<file path="config.mk">
export PLATFORM = sky130hd
export DESIGN_NAME = lsgp_top
export DESIGN_NICKNAME = d
export VERILOG_FILES = /design/src/rtl/lsgp_top.v /design/src/rtl/lsgp_sync.v
export VERILOG_INCLUDE_DIRS = /design/src /design/src/inc
export SDC_FILE = /design/constraint.sdc
export NUM_CORES = 1
export LEC_CHECK = 0
export CORE_MARGIN = 5
export CORE_UTILIZATION = 57
export DETAILED_ROUTE_END_ITERATION = 6
export DONT_BUFFER_PORTS = 1
export HOLD_SLACK_MARGIN = 0.06
export PLACE_DENSITY = 0.72
export SYNTH_ARGS = -nofsm -noshare
export SYNTH_HDL_FRONTEND = slang
export SYNTH_HIERARCHICAL = 1
export SYNTH_SLANG_ARGS = --single-unit
</file>
<file path="constraint.sdc">
create_clock -name clk_i -period 3 [get_ports clk_i]
set_input_delay 0.6 -clock clk_i [delete_from_list [all_inputs] [get_ports clk_i]]
set_output_delay 0.6 -clock clk_i [all_outputs]
set_load 0.05 [all_outputs]
</file>
<file path="src/inc/lsgp_defs.vh">
// Register map, reset values, segment select ranges and functional notes
// Functional notes
// - The first port has an eight-bit read/write data register that clears to zero on reset.
// - A read of the first port data returns the stored latch bit wherever the direction bit is one.
// - A read of the first port data returns the synchronised pin level wherever the direction bit is zero.
// - A first port direction bit of one makes the pin an output and zero an input, all clearing to zero.
// - The first port direction register is write-only and every bit reads back as one.
// - Direction and data settings act on a pin only while it is in general I/O use.
// - A pull-up is on only when the direction bit is zero and the pull-up enable bit is one.
// - The pull-up enable register is eight bits, read/write, and clears to zero on reset.
// - Upper four first port pins become segment outputs (index plus 9) for select values 0100 to 1011.
// - Lower four first port pins become segment outputs (index plus 9) for select values 0011 to 1010.
// - The second port data register clears to zero and reads latch bits for outputs, pin levels for inputs.
// - The second port direction register is write-only, makes outputs with ones, clears to zero, reads all ones.
`ifndef LSGP_DEFS_VH
`define LSGP_DEFS_VH
`define LSGP_ADR_P1_DATA 4'h0
`define LSGP_ADR_P1_DIR 4'h1
`define LSGP_ADR_P1_PULL 4'h2
`define LSGP_ADR_P2_DATA 4'h3
`define LSGP_ADR_P2_DIR 4'h4
`define LSGP_RST_BYTE 8'h00
`define LSGP_WO_READ 8'hFF
`define LSGP_HI_SEG_MIN 4'h4
`define LSGP_HI_SEG_MAX 4'hB
`define LSGP_LO_SEG_MIN 4'h3
`define LSGP_LO_SEG_MAX 4'hA
`endif

</file>
<file path="src/rtl/lsgp_top.v">
// Two GPIO ports, the first shared with the LCD, with a classic Wishbone register slave
`timescale 1ns/100ps
`default_nettype none
`include "lsgp_defs.vh"
module lsgp_top (
	// Clock and reset
	input wire clk_i,
	input wire rst_i,
	// Wishbone slave
	input wire wb_cyc_i,
	input wire wb_stb_i,
	input wire wb_we_i,
	input wire [5:0] wb_adr_i,
	input wire [3:0] wb_sel_i,
	input wire [31:0] wb_dat_i,
	output wire [31:0] wb_dat_o,
	output wire wb_ack_o,
	// LCD controller
	input wire [3:0] segment_select_field_i,
	input wire [7:0] lcd_segment_output_i,
	// First port pins
	input wire [7:0] p1_pin_i,
	output wire [7:0] p1_pin_o,
	output wire [7:0] p1_pin_oe_o,
	output wire [7:0] p1_pullup_o,
	// Second port pins
	input wire [7:0] p2_pin_i,
	output wire [7:0] p2_pin_o,
	output wire [7:0] p2_pin_oe_o
);
	////////////////////////////////////////////////////////////////
	reg [7:0] first_port_data_reg_ff;
	reg [7:0] first_port_dir_reg_ff;
	reg [7:0] first_port_pullup_reg_ff;
	reg [7:0] second_port_data_reg_ff;
	reg [7:0] second_port_dir_reg_ff;
	reg ack_ff;
	reg [31:0] dat_ff;
	reg [7:0] p1_out_ff;
	reg [7:0] p1_oe_ff;
	reg [7:0] p1_pu_ff;
	reg [7:0] p2_out_ff;
	reg [7:0] p2_oe_ff;
	reg [3:0] seg_sel_ff;
	reg [7:0] nxt_p1_out;
	reg [7:0] nxt_p1_oe;
	reg [7:0] nxt_p1_pu;
	reg [7:0] nxt_rdata;
	wire [7:0] p1_sync;
	wire [7:0] p2_sync;
	wire seg_hi;
	wire seg_lo;
	wire [7:0] seg_mask;
	wire req;
	wire wr_lane0;
	wire [3:0] reg_idx;
	////////////////////////////////////////////////////////////////
	// Pin levels come from outside the clock domain
	lsgp_sync #(.WIDTH(8)) u_sync_p1 (
		.clk_i(clk_i),
		.rst_i(rst_i),
		.async_i(p1_pin_i),
		.sync_o(p1_sync)
	);
	lsgp_sync #(.WIDTH(8)) u_sync_p2 (
		.clk_i(clk_i),
		.rst_i(rst_i),
		.async_i(p2_pin_i),
		.sync_o(p2_sync)
	);
	////////////////////////////////////////////////////////////////
	// Bus decode; word addressing, registers sit in byte lane 0
	assign req = wb_cyc_i & wb_stb_i & ~ack_ff;
	assign wr_lane0 = req & wb_we_i & wb_sel_i[0];
	assign reg_idx = wb_adr_i[5:2];
	always @(posedge clk_i)
	begin
		if (rst_i)
		begin
			first_port_data_reg_ff <= `LSGP_RST_BYTE;
			first_port_dir_reg_ff <= `LSGP_RST_BYTE;
			first_port_pullup_reg_ff <= `LSGP_RST_BYTE;
			second_port_data_reg_ff <= `LSGP_RST_BYTE;
			second_port_dir_reg_ff <= `LSGP_RST_BYTE;
		end
		else if (wr_lane0)
		begin
			case (reg_idx)
				`LSGP_ADR_P1_DATA: first_port_data_reg_ff <= wb_dat_i[7:0];
				`LSGP_ADR_P1_DIR: first_port_dir_reg_ff <= wb_dat_i[7:0];
				`LSGP_ADR_P1_PULL: first_port_pullup_reg_ff <= wb_dat_i[7:0];
				`LSGP_ADR_P2_DATA: second_port_data_reg_ff <= wb_dat_i[7:0];
				`LSGP_ADR_P2_DIR: second_port_dir_reg_ff <= wb_dat_i[7:0];
				default:
				begin
				end
			endcase
		end
	end
	////////////////////////////////////////////////////////////////
	// Read mux; unmapped offsets read zero and still ack
	always @*
	begin
		case (reg_idx)
			`LSGP_ADR_P1_DATA:
				nxt_rdata = (first_port_dir_reg_ff & first_port_data_reg_ff)
					| (~first_port_dir_reg_ff & p1_sync);
			`LSGP_ADR_P1_DIR: nxt_rdata = `LSGP_WO_READ;
			`LSGP_ADR_P1_PULL: nxt_rdata = first_port_pullup_reg_ff;
			`LSGP_ADR_P2_DATA:
				nxt_rdata = (second_port_dir_reg_ff & second_port_data_reg_ff)
					| (~second_port_dir_reg_ff & p2_sync);
			`LSGP_ADR_P2_DIR: nxt_rdata = `LSGP_WO_READ;
			default: nxt_rdata = 8'h00;
		endcase
	end
	always @(posedge clk_i)
	begin
		if (rst_i)
		begin
			ack_ff <= 1'b0;
			dat_ff <= 32'h00000000;
		end
		else
		begin
			ack_ff <= req;
			if (req & ~wb_we_i)
				dat_ff <= {24'h000000, nxt_rdata};
		end
	end
	assign wb_ack_o = ack_ff;
	assign wb_dat_o = dat_ff;
	////////////////////////////////////////////////////////////////
	// Segment select is sampled once so every pin switches together
	always @(posedge clk_i)
	begin
		if (rst_i)
			seg_sel_ff <= 4'h0;
		else
			seg_sel_ff <= segment_select_field_i;
	end
	assign seg_hi = (seg_sel_ff >= `LSGP_HI_SEG_MIN)
		&& (seg_sel_ff <= `LSGP_HI_SEG_MAX);
	assign seg_lo = (seg_sel_ff >= `LSGP_LO_SEG_MIN)
		&& (seg_sel_ff <= `LSGP_LO_SEG_MAX);
	assign seg_mask = {{4{seg_hi}}, {4{seg_lo}}};
	////////////////////////////////////////////////////////////////
	// Pin muxing; pull-ups stay off on segment pins as they are driven
	always @*
	begin
		nxt_p1_out = (seg_mask & lcd_segment_output_i)
			| (~seg_mask & first_port_data_reg_ff);
		nxt_p1_oe = seg_mask | first_port_dir_reg_ff;
		nxt_p1_pu = ~seg_mask & ~first_port_dir_reg_ff
			& first_port_pullup_reg_ff;
	end
	always @(posedge clk_i)
	begin
		if (rst_i)
		begin
			p1_out_ff <= 8'h00;
			p1_oe_ff <= 8'h00;
			p1_pu_ff <= 8'h00;
			p2_out_ff <= 8'h00;
			p2_oe_ff <= 8'h00;
		end
		else
		begin
			p1_out_ff <= nxt_p1_out;
			p1_oe_ff <= nxt_p1_oe;
			p1_pu_ff <= nxt_p1_pu;
			p2_out_ff <= second_port_data_reg_ff;
			p2_oe_ff <= second_port_dir_reg_ff;
		end
	end
	assign p1_pin_o = p1_out_ff;
	assign p1_pin_oe_o = p1_oe_ff;
	assign p1_pullup_o = p1_pu_ff;
	assign p2_pin_o = p2_out_ff;
	assign p2_pin_oe_o = p2_oe_ff;
endmodule
`default_nettype wire

</file>
<file path="src/rtl/lsgp_sync.v">
// Two-flop synchroniser for a bus of asynchronous inputs
`timescale 1ns/100ps
`default_nettype none
module lsgp_sync #(
	parameter WIDTH = 8
) (
	// Clock and reset
	input wire clk_i,
	input wire rst_i,
	// Data
	input wire [WIDTH-1:0] async_i,
	output wire [WIDTH-1:0] sync_o
);
	reg [WIDTH-1:0] meta_ff;
	reg [WIDTH-1:0] sync_ff;
	// First stage feeds only the second stage
	always @(posedge clk_i)
	begin
		if (rst_i)
		begin
			meta_ff <= {WIDTH{1'b0}};
			sync_ff <= {WIDTH{1'b0}};
		end
		else
		begin
			meta_ff <= async_i;
			sync_ff <= meta_ff;
		end
	end
	assign sync_o = sync_ff;
endmodule
`default_nettype wire

</file>
# Word level (Yosys, flattened, before mapping)
# Index checks and enable logic that the tools add are counted.
[word_totals] ff_bits=125 input_bits=75 out_inout_bits=73 elab_cells=57
[classes] order_cmp=4 n_eq_ne=4 mux=1 bitwise_logic=22 reduce_logical=9
[op_table] cell="AND 8 bit" count=8
[op_table] cell="bitwise OR 8 bit" count=4
[op_table] cell="one-hot mux 8 bit (4 select lines)" count=1
[op_table] cell="NOT 8 bit" count=3
[op_table] cell="AND reduction 2 bit" count=5
[op_table] cell="equality test 4 x 2 -> 1 bit (second input constant)" count=2
[op_table] cell="less-or-equal comparator 4 bit (second input constant)" count=2
[op_table] cell="AND 1 bit" count=5
[op_table] cell="equality test 4 x 1 -> 1 bit (second input constant)" count=1
[op_table] cell="equality test 4 x 3 -> 1 bit (second input constant)" count=1
[op_table] cell="greater-or-equal comparator 4 x 2 -> 1 bit (second input constant)" count=1
[op_table] cell="greater-or-equal comparator 4 x 3 -> 1 bit (second input constant)" count=1
[op_table] cell="zero test 4 bit" count=1
[op_table] cell="logical AND 1 bit" count=2
[op_table] cell="NOT 1 bit" count=2
[op_table] cell="OR reduction 2 bit" count=1

# Logic depth before layout (Yosys ltp)
# Gate-level depths: netlist (run 1).
[depth] ltp_word=5 mapped_depth=6 depth_no_buf=6

# Modules after synthesis
# Netlist (run 1), hierarchy kept.
[by_module_without_submodules] mod="lsgp_top" n_inst=1 cells_each=351 area_each_um2=3648.5 seq_area_each_um2=1861.8
[by_module_without_submodules] mod="lsgp_sync" n_inst=2 cells_each=33 area_each_um2=464.2 seq_area_each_um2=320.3

# Worst setup path after synthesis (run 1)
# No wires, ideal clock.
[synth_path] kind="register -> register" start="reg ack_ff (netlist: wb_ack_o)" end="reg first_port_dir_reg_ff[3]" setup_ps=128 arrival_time_ps=1646 required_ps=2872 path_slack_ps=1226 path_stages_with_launch=5 path_buffers=0 synth_period_minus_slack_ps=1774 cell_sequence="dfxtp_1 nand4bb_4 nor4_4 mux2i_1 nor2_1"
[synth_between] elab_chain_len=5
[synth_rtl] item="from (decl)" line_no="lsgp_top.v:37" source="reg ack_ff;"
[synth_rtl] item="from (signal assigned)" line_no="lsgp_top.v:126" source="ack_ff <= req;"
[synth_rtl] item="NOT 1 bit" line_no="lsgp_top.v:73" source="assign req = wb_cyc_i & wb_stb_i & ~ack_ff;"
[synth_rtl] item="AND 1 bit" line_no="lsgp_top.v:73"
[synth_rtl] item="AND 1 bit (2 in a row)" line_no="lsgp_top.v:74" source="assign wr_lane0 = req & wb_we_i & wb_sel_i[0];"
[synth_rtl] item="AND reduction 2 bit (no line)"
[synth_rtl] item="to (signal assigned)" line_no="lsgp_top.v:81" source="first_port_dir_reg_ff <= `LSGP_RST_BYTE;"
[synth_rtl] item="to (signal assigned)" line_no="lsgp_top.v:90" source="`LSGP_ADR_P1_DIR: first_port_dir_reg_ff <= wb_dat_i[7:0];"
[synth_rtl] item="to (decl)" line_no="lsgp_top.v:33" source="reg [7:0] first_port_dir_reg_ff;"
# Every way passes these cells.
# A chain may end at the register's enable or synchronous reset.

# Worst setup path after layout (run 1)
[layout_path] start="reg ack_ff (netlist: wb_ack_o)" end="reg first_port_dir_reg_ff[7]"
# Same word-level chain as after synthesis.

==> key figures, run 1 <==
Clock network
  • Clock Root Buffer: clkbuf_8
  • Post-CTS sizing: 0
  • H-tree depth: 4
  • Num CTS Buffers: 17
  • CTS tree: built
  • Clock slew at reported path FFs: 0.06 ns
  • CTS Buffer Depth: 2
  • Post-CTS setup buffers: 0
  • Clock latency on the worst-skew pair: 0.51 ns
  • CTS Hold Bufs: 0
  • Clk sink count: 125

Layout
  • Multi-input logic area: 1890 µm²
  • Final net count: 500
  • Area delta synth->final: 13.4%
  • N_diodes: 0
  • Fin cells: 536
  • Fill cells: 617
  • Share of layout cells above drive strength 1: 15.7%
  • Fin util: 66.8%
  • Sequential cell area: 2500 µm²

Pwr
  • Int Pwr: 0.00321 W
  • Sw frac: 22.0%
  • Clk pwr share: 52.8%
  • Leak: 2.05 nW
  • Combinational power share: 4.1%
  • P_sw: 0.000907 W
  • Pwr dens: 793 nW/µm²
  • Max VDD drop: 455 µV
  • Reg power frac: 43.0%

Route
  • DR WL/cell: 17.4 µm
  • Vias post-DR: 2795
  • Iteration-0 DRC Markers: 96
  • Final ANT Viol Nets: 0
  • Via-per-instance ratio: 5.21
  • First-pass DRT Iterations: 4
  • DRC: 0
  • Total wire length: 9320 µm

Global routing
  • Remaining global-route overflow: 0
  • First-pass GRT wire length: 14600 µm
  • Largest net degree at the start of global routing: 117
  • Gr usage total: 19.4%
  • Vias in the first global route: 2768
  • Initial antenna violation count: 0

Place
  • Routability cong.: 0.810
  • Worst slack, placed: 0.957 ns
  • Dpl hpwl: 6290 µm
  • I/O Buffers: 0
  • Placed Instances: 504

Worst setup path
  • Worst endpoint required time: 3.40 ns
  • CP max-delay cell: nor4_4
  • Element type at the critical path start: flop
  • Slowest stage delay, CP: 0.73 ns
  • Worst Path Max Fanout: 8
  • Crit end category: flop
  • Crit path DAT: 2.48 ns
  • Kind of critical path: reg2reg
  • CP bufs+invs: 0
  • CP cell instances: nand4bb_4 -> nor4_4 -> mux2i_1 -> nor2_1
  • Kind of cell adding the most delay to the critical path: simple AND/OR/NAND/NOR gates

Run status
  • Status: finished clean

Die
  • Die Wd: 99.6 µm
  • Core area: 7770 µm²
  • Top Ports: 148
  • Die ar.: 9920 µm²
  • Die Ht: 99.6 µm
  • # rows: 32
  • Initial Utilization: 58.9%

Synthesis
  • #FFs+latches synth: 125
  • Most instantiated cells after synthesis: 125 x dfxtp_1, 74 x nor2_1, 64 x mux2i_1
  • Mapped cell area: 4580 µm²
  • Asr flop ratio synth: 0%
  • Number of synthesized flops with an enable pin: 0
  • Top FF cell, synth: dfxtp_1
  • Sequential share of the synthesized area: 54.7%
  • Most common cell in the netlist: dfxtp_1
  • Yosys top cell area share: 54.7%
  • Cell taking the most area after synthesis: dfxtp_1
  • Synth Instances: 417
  • Area contributors post-synth: dfxtp_1 55%, mux2i_1 14%, nor2_1 6.1%
  • Synth Warn #: 6
  • Average size of a mapped cell: 11.0 µm²
  • Post-synth cell types: 36

Hold path
  • Hold crit path type: in2reg

STA
  • Final worst setup slack: 0.924 ns
  • Fin Setup TNS: 0 ns
  • Max Clock Skew: 0.00585 ns
  • Achievable Freq: 482 MHz
  • Final setup fails: 0
  • Slew Limit Fails: 0
  • Slew @ Worst Pin: 0.935 ns
  • Fin crit period: 2.08 ns
  • Final hold violation count: 0
  • Slew margin rel.: 37.2%
  • Part of the cycle the worst path needs: 69.2%
  • Unrepaired setup endpoints after global routing: no

Job
  • Max-Cap Viols: 0
final timing paths:
check / cells after the start / start / slack [ns] / endpoint
setup / recovery: 4 / wb_ack_o / 0.92 / first_port_dir_reg_ff[7]
hold / removal: 1 / rst_i / 0.15 / u_sync_p2/meta_ff[1]
setup reg to reg: 4 / wb_ack_o / 0.92 / first_port_dir_reg_ff[7]
hold reg to reg: 1 / u_sync_p2/meta_ff[6] / 0.44 / u_sync_p2/sync_o[6]
metrics by stage:
step	hold WS [ns]	cell area [µm²]	power (W)
after floorplan	0.415	4660	0.00200
after global placement	0.422	4550	0.00197
after detailed placement	0.428	4550	0.00198
after CTS	0.132	5190	0.00415
after global routing	0.127	5190	0.00424
final	0.153	5190	0.00411
cells by family (layout without fill, tap and decap cells):
| family | count (synthesis) | after routing | share of synthesized area, % |
|---|---|---|---|
| multiplexers | 64 | 64 | 14.0 |
| other | 1 | 24 | 0.0819 |
| AND/OR/NAND/NOR | 153 | 153 | 20.2 |
| adder cells (fa/ha/maj) | 4 | 4 | 1.09 |
| buffers and inverters | 43 | 37 | 5.93 |
| flip-flops | 125 | 125 | 54.7 |
| AO/OA/AOI/OAI | 27 | 27 | 4.05 |
registers in the layout, indices dropped and copies added, names as in the netlist:
register and cells:
first_port_data_reg_ff 8, first_port_dir_reg_ff 8, first_port_pullup_reg_ff 8, p1_pin_o 8
p1_pin_oe_o 8, p1_pullup_o 8, p2_pin_o 8, p2_pin_oe_o 8
second_port_data_reg_ff 8, second_port_dir_reg_ff 8, u_sync_p1/meta_ff 8, u_sync_p1/sync_o 8
u_sync_p2/meta_ff 8, u_sync_p2/sync_o 8, wb_dat_o 8, seg_sel_ff 4
wb_ack_o 1
cell usage in the layout, fill, tap and decap left out, types with 2 or more instances in the layout:
cell and n:
a32o_1 8, nor2b_2 14, ha_1 4, nor4b_1 4, conb_1 24, clkinvlp_4 2
clkinv_2 3, dfxtp_1 125, a21oi_1 9, nor2b_1 26, nor2_1 74, nor3b_1 5
o21ai_0 9, bufinv_16 5, buf_4 2, clkbuf_8 2, and2b_2 12, nor4bb_1 3
clkinv_4 3, mux2i_1 64, inv_1 3, clkbuf_16 16
area by class of cell:
| cell class | count | area share, % |
|---|---|---|
| Clock inverter | 14 | 4.15 |
| Timing Repair Buffer | 2 | 0.289 |
| Tap cell | 102 | 2.46 |
| Multi-Input combinational cell | 272 | 36.4 |
| Sequential cell | 125 | 48.2 |
| Clock buffer | 18 | 8.25 |
| Inverter | 3 | 0.217 |
layer usage:
layer,wire length [µm],vias up,GRT usage [%]
li1,-,1353,-
met1,3800,1316,22.3
met2,4400,110,30.7
met3,948,16,9.68
met4,170,0,8.19
met5,0,-,0
power groups by stage:
stage	clock, W	sequential (W)	combinational, W
CTS	0.00221	0.00177	0.000170
finish	0.00217	0.00177	0.000170
global route	0.00229	0.00177	0.000183
detailed placement	0	0.00181	0.000168
global placement	0	0.00181	0.000166
floorplan	0	0.00180	0.000196
Note: power is estimated with default switching activity, not from simulation.
==> run 2, diff against run 1 <==
- clock period: 3 -> 2.1 ns (I/O delays scaled with it)
==> run 2 against run 1 <==
Against the previous run:
- hold slack got worse by 0.074 ns
- critical path depth grew 2
- clock power grew 20%
- via count up 7.7%
- clock skew about the same
- wire length is 8.7% higher
==> key figures, run 2 (synthesized netlist as in run 1, its figures left out) <==
Run status
  • Status: finished clean

Worst setup path
  • Slowest stage delay, CP: 0.55 ns
  • CP max-delay cell: dlygate4sd3_1
  • Crit path DAT: 2.38 ns
  • Kind of cell adding the most delay to the critical path: buffers and inverters
  • Crit end category: flop
  • Worst Path Max Fanout: 7
  • Worst endpoint required time: 2.48 ns
  • CP cell instances: nand4bb_4 -> nor3b_1 -> buf_4 -> mux2i_1 -> nor2_1 -> dlygate4sd3_1
  • CP bufs+invs: 2
  • Kind of critical path: reg2reg
  • Element type at the critical path start: flop

Die
  • Die Ht: 99.6 µm
  • Top Ports: 148
  • # rows: 32
  • Core area: 7770 µm²
  • Die ar.: 9920 µm²
  • Initial Utilization: 58.9%
  • Die Wd: 99.6 µm

Clock network
  • CTS tree: built
  • Clock slew at reported path FFs: 0.06 ns
  • CTS Buffer Depth: 2
  • Num CTS Buffers: 17
  • Clk sink count: 125
  • H-tree depth: 4
  • Clock Root Buffer: clkbuf_8
  • Clock latency on the worst-skew pair: 0.49 ns

STA
  • Slew Limit Fails: 0
  • Fin Setup TNS: 0 ns
  • Slew @ Worst Pin: 0.649 ns
  • Part of the cycle the worst path needs: 95.1%
  • Final worst setup slack: 0.104 ns
  • Slew margin rel.: 56.6%
  • Unrepaired setup endpoints after global routing: no
  • Max Clock Skew: 0.00545 ns
  • Fin crit period: 2.00 ns
  • Achievable Freq: 501 MHz
  • Final hold violation count: 0
  • Final setup fails: 0

Route
  • DR WL/cell: 17.3 µm
  • Iteration-0 DRC Markers: 118
  • Final ANT Viol Nets: 0
  • Total wire length: 10100 µm
  • First-pass DRT Iterations: 4
  • Vias post-DR: 3011
  • Via-per-instance ratio: 5.14
  • DRC: 0

Job
  • Max-Cap Viols: 0

Pwr
  • Combinational power share: 6.2%
  • Reg power frac: 46.2%
  • P_sw: 0.00130 W
  • Pwr dens: 981 nW/µm²
  • Int Pwr: 0.00417 W
  • Max VDD drop: 571 µV
  • Sw frac: 23.8%
  • Leak: 2.26 nW
  • Clk pwr share: 47.7%

Hold path
  • Hold crit path type: in2reg

Place
  • Worst slack, placed: 0.386 ns
  • I/O Buffers: 0
  • Dpl hpwl: 6310 µm
  • Routability cong.: 0.776

Layout
  • Most common cell after layout, fill and taps aside: dfxtp_1
  • Fill cells: 612
  • Fin util: 71.8%
  • Final net count: 550
  • N_diodes: 0
  • Area delta synth->final: 21.9%
  • Share of layout cells above drive strength 1: 16.1%
  • Most frequent cells in the layout: 125 x dfxtp_1, 74 x nor2_1, 64 x mux2i_1

Global routing
  • Remaining global-route overflow: 0
  • Initial antenna violation count: 0
  • Largest net degree at the start of global routing: 87
  • Gr usage total: 20.6%
  • Vias in the first global route: 2933
  • First-pass GRT wire length: 15500 µm
run 2: changes by cell type in the layout (fill, tap and decap cells not counted), moves of 2 or more:
cell           before  now
buf_4               2   12
bufinv_16           5    1
clkinv_2            3    7
clkinv_4            3    1
dlygate4sd3_1       0   39
run 2: path summary, 6_finish.rpt:
path / start / to / slack, ns / cells after the start
worst min register to register: u_sync_p1/meta_ff[0] / u_sync_p1/sync_o[0] / 0.45 / 1
worst max-delay path: wb_ack_o / second_port_data_reg_ff[6] / 0.10 / 6
worst max register to register: wb_ack_o / second_port_data_reg_ff[6] / 0.10 / 6
worst min-delay path: wb_dat_i[0] / second_port_dir_reg_ff[0] / 0.08 / 2
run 2: worst register-to-register path: stages (launching register included):
cell and delay [ns]:
dfxtp_1 0.33, nand4bb_4 0.28, nor3b_1 0.25, buf_4 0.21
mux2i_1 0.21, nor2_1 0.06, dlygate4sd3_1 0.55
run 2: routing by layer:
metal	vias up	GRT usage, %	wire length (µm)
met1	1420	24.5	4220
met5	-	0	0
met3	18	8.27	857
met4	0	8.93	229
li1	1458	-	-
met2	115	32.8	4830
run 2: power groups by stage:
| stage | combinational [W] | sequential (W) | clock (W) |
|---|---|---|---|
| 2_1_floorplan | 0.000280 | 0.00257 | 0 |
| 3_3_place_gp | 0.000246 | 0.00258 | 0 |
| 3_5_place_dp | 0.000250 | 0.00258 | 0 |
| 4_1_cts | 0.000336 | 0.00253 | 0.00265 |
| 5_1_grt | 0.000363 | 0.00253 | 0.00278 |
| 6_report | 0.000337 | 0.00253 | 0.00261 |
run 2: what timing repair did:
action                                  4_1_cts  5_1_grt
setup buffers                                 0        5
hold endpoints to repair                    105        0
hold buffers                                 40        0
gates resized for setup                       0        0
endpoints found under the setup margin        0        1
run 2: stage by stage:
stage	cells	area [µm²]	total power [W]	hold WS, ns
after global routing	586	5580	0.00567	0.0686
after CTS	581	5540	0.00552	0.0605
after floorplan	440	4660	0.00285	0.415
final	586	5580	0.00547	0.0791
after detailed placement	509	4580	0.00283	0.425
after global placement	509	4580	0.00282	0.423
run 2: cell type report:
class / count / area (µm²) / share of cell area [%]
flip-flops and latches: 125 / 2500 / 44.8
multi-input cells: 272 / 1890 / 33.9
repair buffers: 52 / 508 / 9.10
clock buffers: 20 / 445 / 7.98
well taps: 102 / 128 / 2.29
clock inverters: 12 / 96.3 / 1.73
inverters: 3 / 11.3 / 0.202
==> run 3, diff against run 2 <==
- CORE_UTILIZATION: 57 -> 56
- GPL_TIMING_DRIVEN: unset -> 0
- PLACE_DENSITY: 0.72 -> 0.74
- clock period: 2.1 -> 1.61 ns (I/O delays scaled with it)
==> run 3 against run 2 <==
Against the previous run:
- via count up 7.2%
- highest routed layer unchanged
- clock skew up 0.0018 ns
- largest cell class unchanged
- hold slack better by 0.039 ns
- register-to-register slack lost 0.08 ns
- maximum frequency rose by 26%
- global-route usage grew 2.0 points
==> key figures, run 3 (synthesized netlist as in run 1, its figures left out) <==
Run status
  • Status: finished clean

Die
  • Core area: 8090 µm²
  • # rows: 33
  • Die Wd: 100 µm
  • Initial Utilization: 56.6%
  • Die ar.: 10100 µm²
  • Die Ht: 100 µm
  • Top Ports: 148

Global routing
  • Initial antenna violation count: 0
  • Gr usage total: 22.5%
  • Remaining global-route overflow: 0
  • Vias in the first global route: 3296
  • First-pass GRT wire length: 17000 µm
  • Largest net degree at the start of global routing: 17

Hold path
  • Hold crit path type: in2reg

Clock network
  • Clk sink count: 125
  • Num CTS Buffers: 17
  • Clock Root Buffer: clkbuf_8
  • Clock latency on the worst-skew pair: 0.51 ns
  • CTS tree: built
  • H-tree depth: 4
  • CTS Buffer Depth: 2
  • Clock slew at reported path FFs: 0.06 ns

Layout
  • Fin util: 75.8%
  • N_diodes: 0
  • Finished Cell Area: 6130 µm²
  • Fin cells: 638
  • Share of layout cells above drive strength 1: 21.2%
  • Sequential cell area: 2510 µm²
  • Fill cells: 563
  • Most common cell after layout, fill and taps aside: dfxtp_1
  • Most frequent cells in the layout: 122 x dfxtp_1, 74 x nor2_1, 64 x mux2i_1
  • Area delta synth->final: 34.0%
  • Final net count: 599
  • Multi-input logic area: 1970 µm²

Worst setup path
  • Worst Path Max Fanout: 8
  • Worst endpoint required time: 1.98 ns
  • Crit path DAT: 1.96 ns
  • Crit end category: flop
  • Element type at the critical path start: flop
  • Kind of critical path: reg2reg

Route
  • Via-per-instance ratio: 5.06
  • Iteration-0 DRC Markers: 102
  • Total wire length: 11100 µm
  • DRC: 0
  • Final ANT Viol Nets: 0
  • Vias post-DR: 3227
  • First-pass DRT Iterations: 4
  • DR WL/cell: 17.5 µm

Pwr
  • Max VDD drop: 758 µV
  • Leak: 2.51 nW
  • Pwr dens: 1270 nW/µm²

Place
  • Routability cong.: 0.855
  • Placed Instances: 545
  • Placed cell area: 4800 µm²
  • Dpl hpwl: 7170 µm
  • I/O Buffers: 0

STA
  • Final hold violation count: 0
  • Achievable Freq: 630 MHz
  • Unrepaired setup endpoints after global routing: yes
  • Slew @ Worst Pin: 0.653 ns
  • Slew Limit Fails: 0
  • Fin crit period: 1.59 ns
  • Part of the cycle the worst path needs: 98.6%
  • Slew margin rel.: 56.2%
  • Final setup fails: 0
  • Max Clock Skew: 0.00723 ns
  • Final hold slack: 0.118 ns

Job
  • Max-Cap Viols: 0
## run 3: metal layers
layer | wire, µm | track usage [%] | up-vias
li1 | - | - | 1566
met3 | 1080 | 9.17 | 13
met1 | 4210 | 24.6 | 1535
met5 | 0 | 0 | -
met4 | 137 | 9.74 | 0
met2 | 5720 | 38.4 | 113
## run 3: area by class of cell
| class | count | area share, % |
|---|---|---|
| sequential | 125 | 41.0 |
| multi-input combinational | 272 | 32.1 |
| timing repair buffer | 62 | 10.2 |
| clock buffer | 18 | 6.98 |
| buffer | 39 | 4.29 |
| clock inverter | 14 | 3.10 |
| tap | 105 | 2.14 |
| inverter | 3 | 0.184 |
## run 3: worst max-delay path: stages (launching register included)
cell,delay [ns]
dfxtp_4,0.41
and4bb_2,0.37
and3_1,0.19
buf_6,0.18
mux2i_1,0.22
nor2_1,0.06
## run 3: worst paths after layout
kind	from	end	slack, ns	depth (start not counted)
setup / recovery	wb_ack_o	first_port_data_reg_ff[5]	0.02	5
hold / removal	wb_we_i	wb_dat_o[3]	0.12	2
setup reg to reg	wb_ack_o	first_port_data_reg_ff[5]	0.02	5
hold reg to reg	u_sync_p2/meta_ff[3]	u_sync_p2/sync_o[3]	0.45	1
## run 3: power breakdown
group / internal (W) / switching [W] / total, W
combinational: 0.000256 / 0.000330 / 0.000586
clock: 0.00255 / 0.00136 / 0.00391
sequential: 0.00317 / 0.000135 / 0.00330
## run 3: what timing repair did
| item | CTS | global route |
|---|---|---|
| buffers inserted | 6 | 1 |
| setup endpoints to repair | 38 | 26 |
| endpoints found under the hold margin | 85 | 0 |
| pin swaps | 2 | 1 |
| resized for setup | 12 | 7 |
| hold buffers | 55 | 0 |
## run 3: through the flow
step                total power, W  setup slack [ns]  TNS, ns
floorplan                  0.00372           -0.0330   -0.264
global placement           0.00378            -0.263    -5.16
detailed placement         0.00379            -0.305    -6.69
CTS                        0.00785            0.0408        0
global route               0.00805           -0.0558   -0.225
finish                     0.00780            0.0226        0
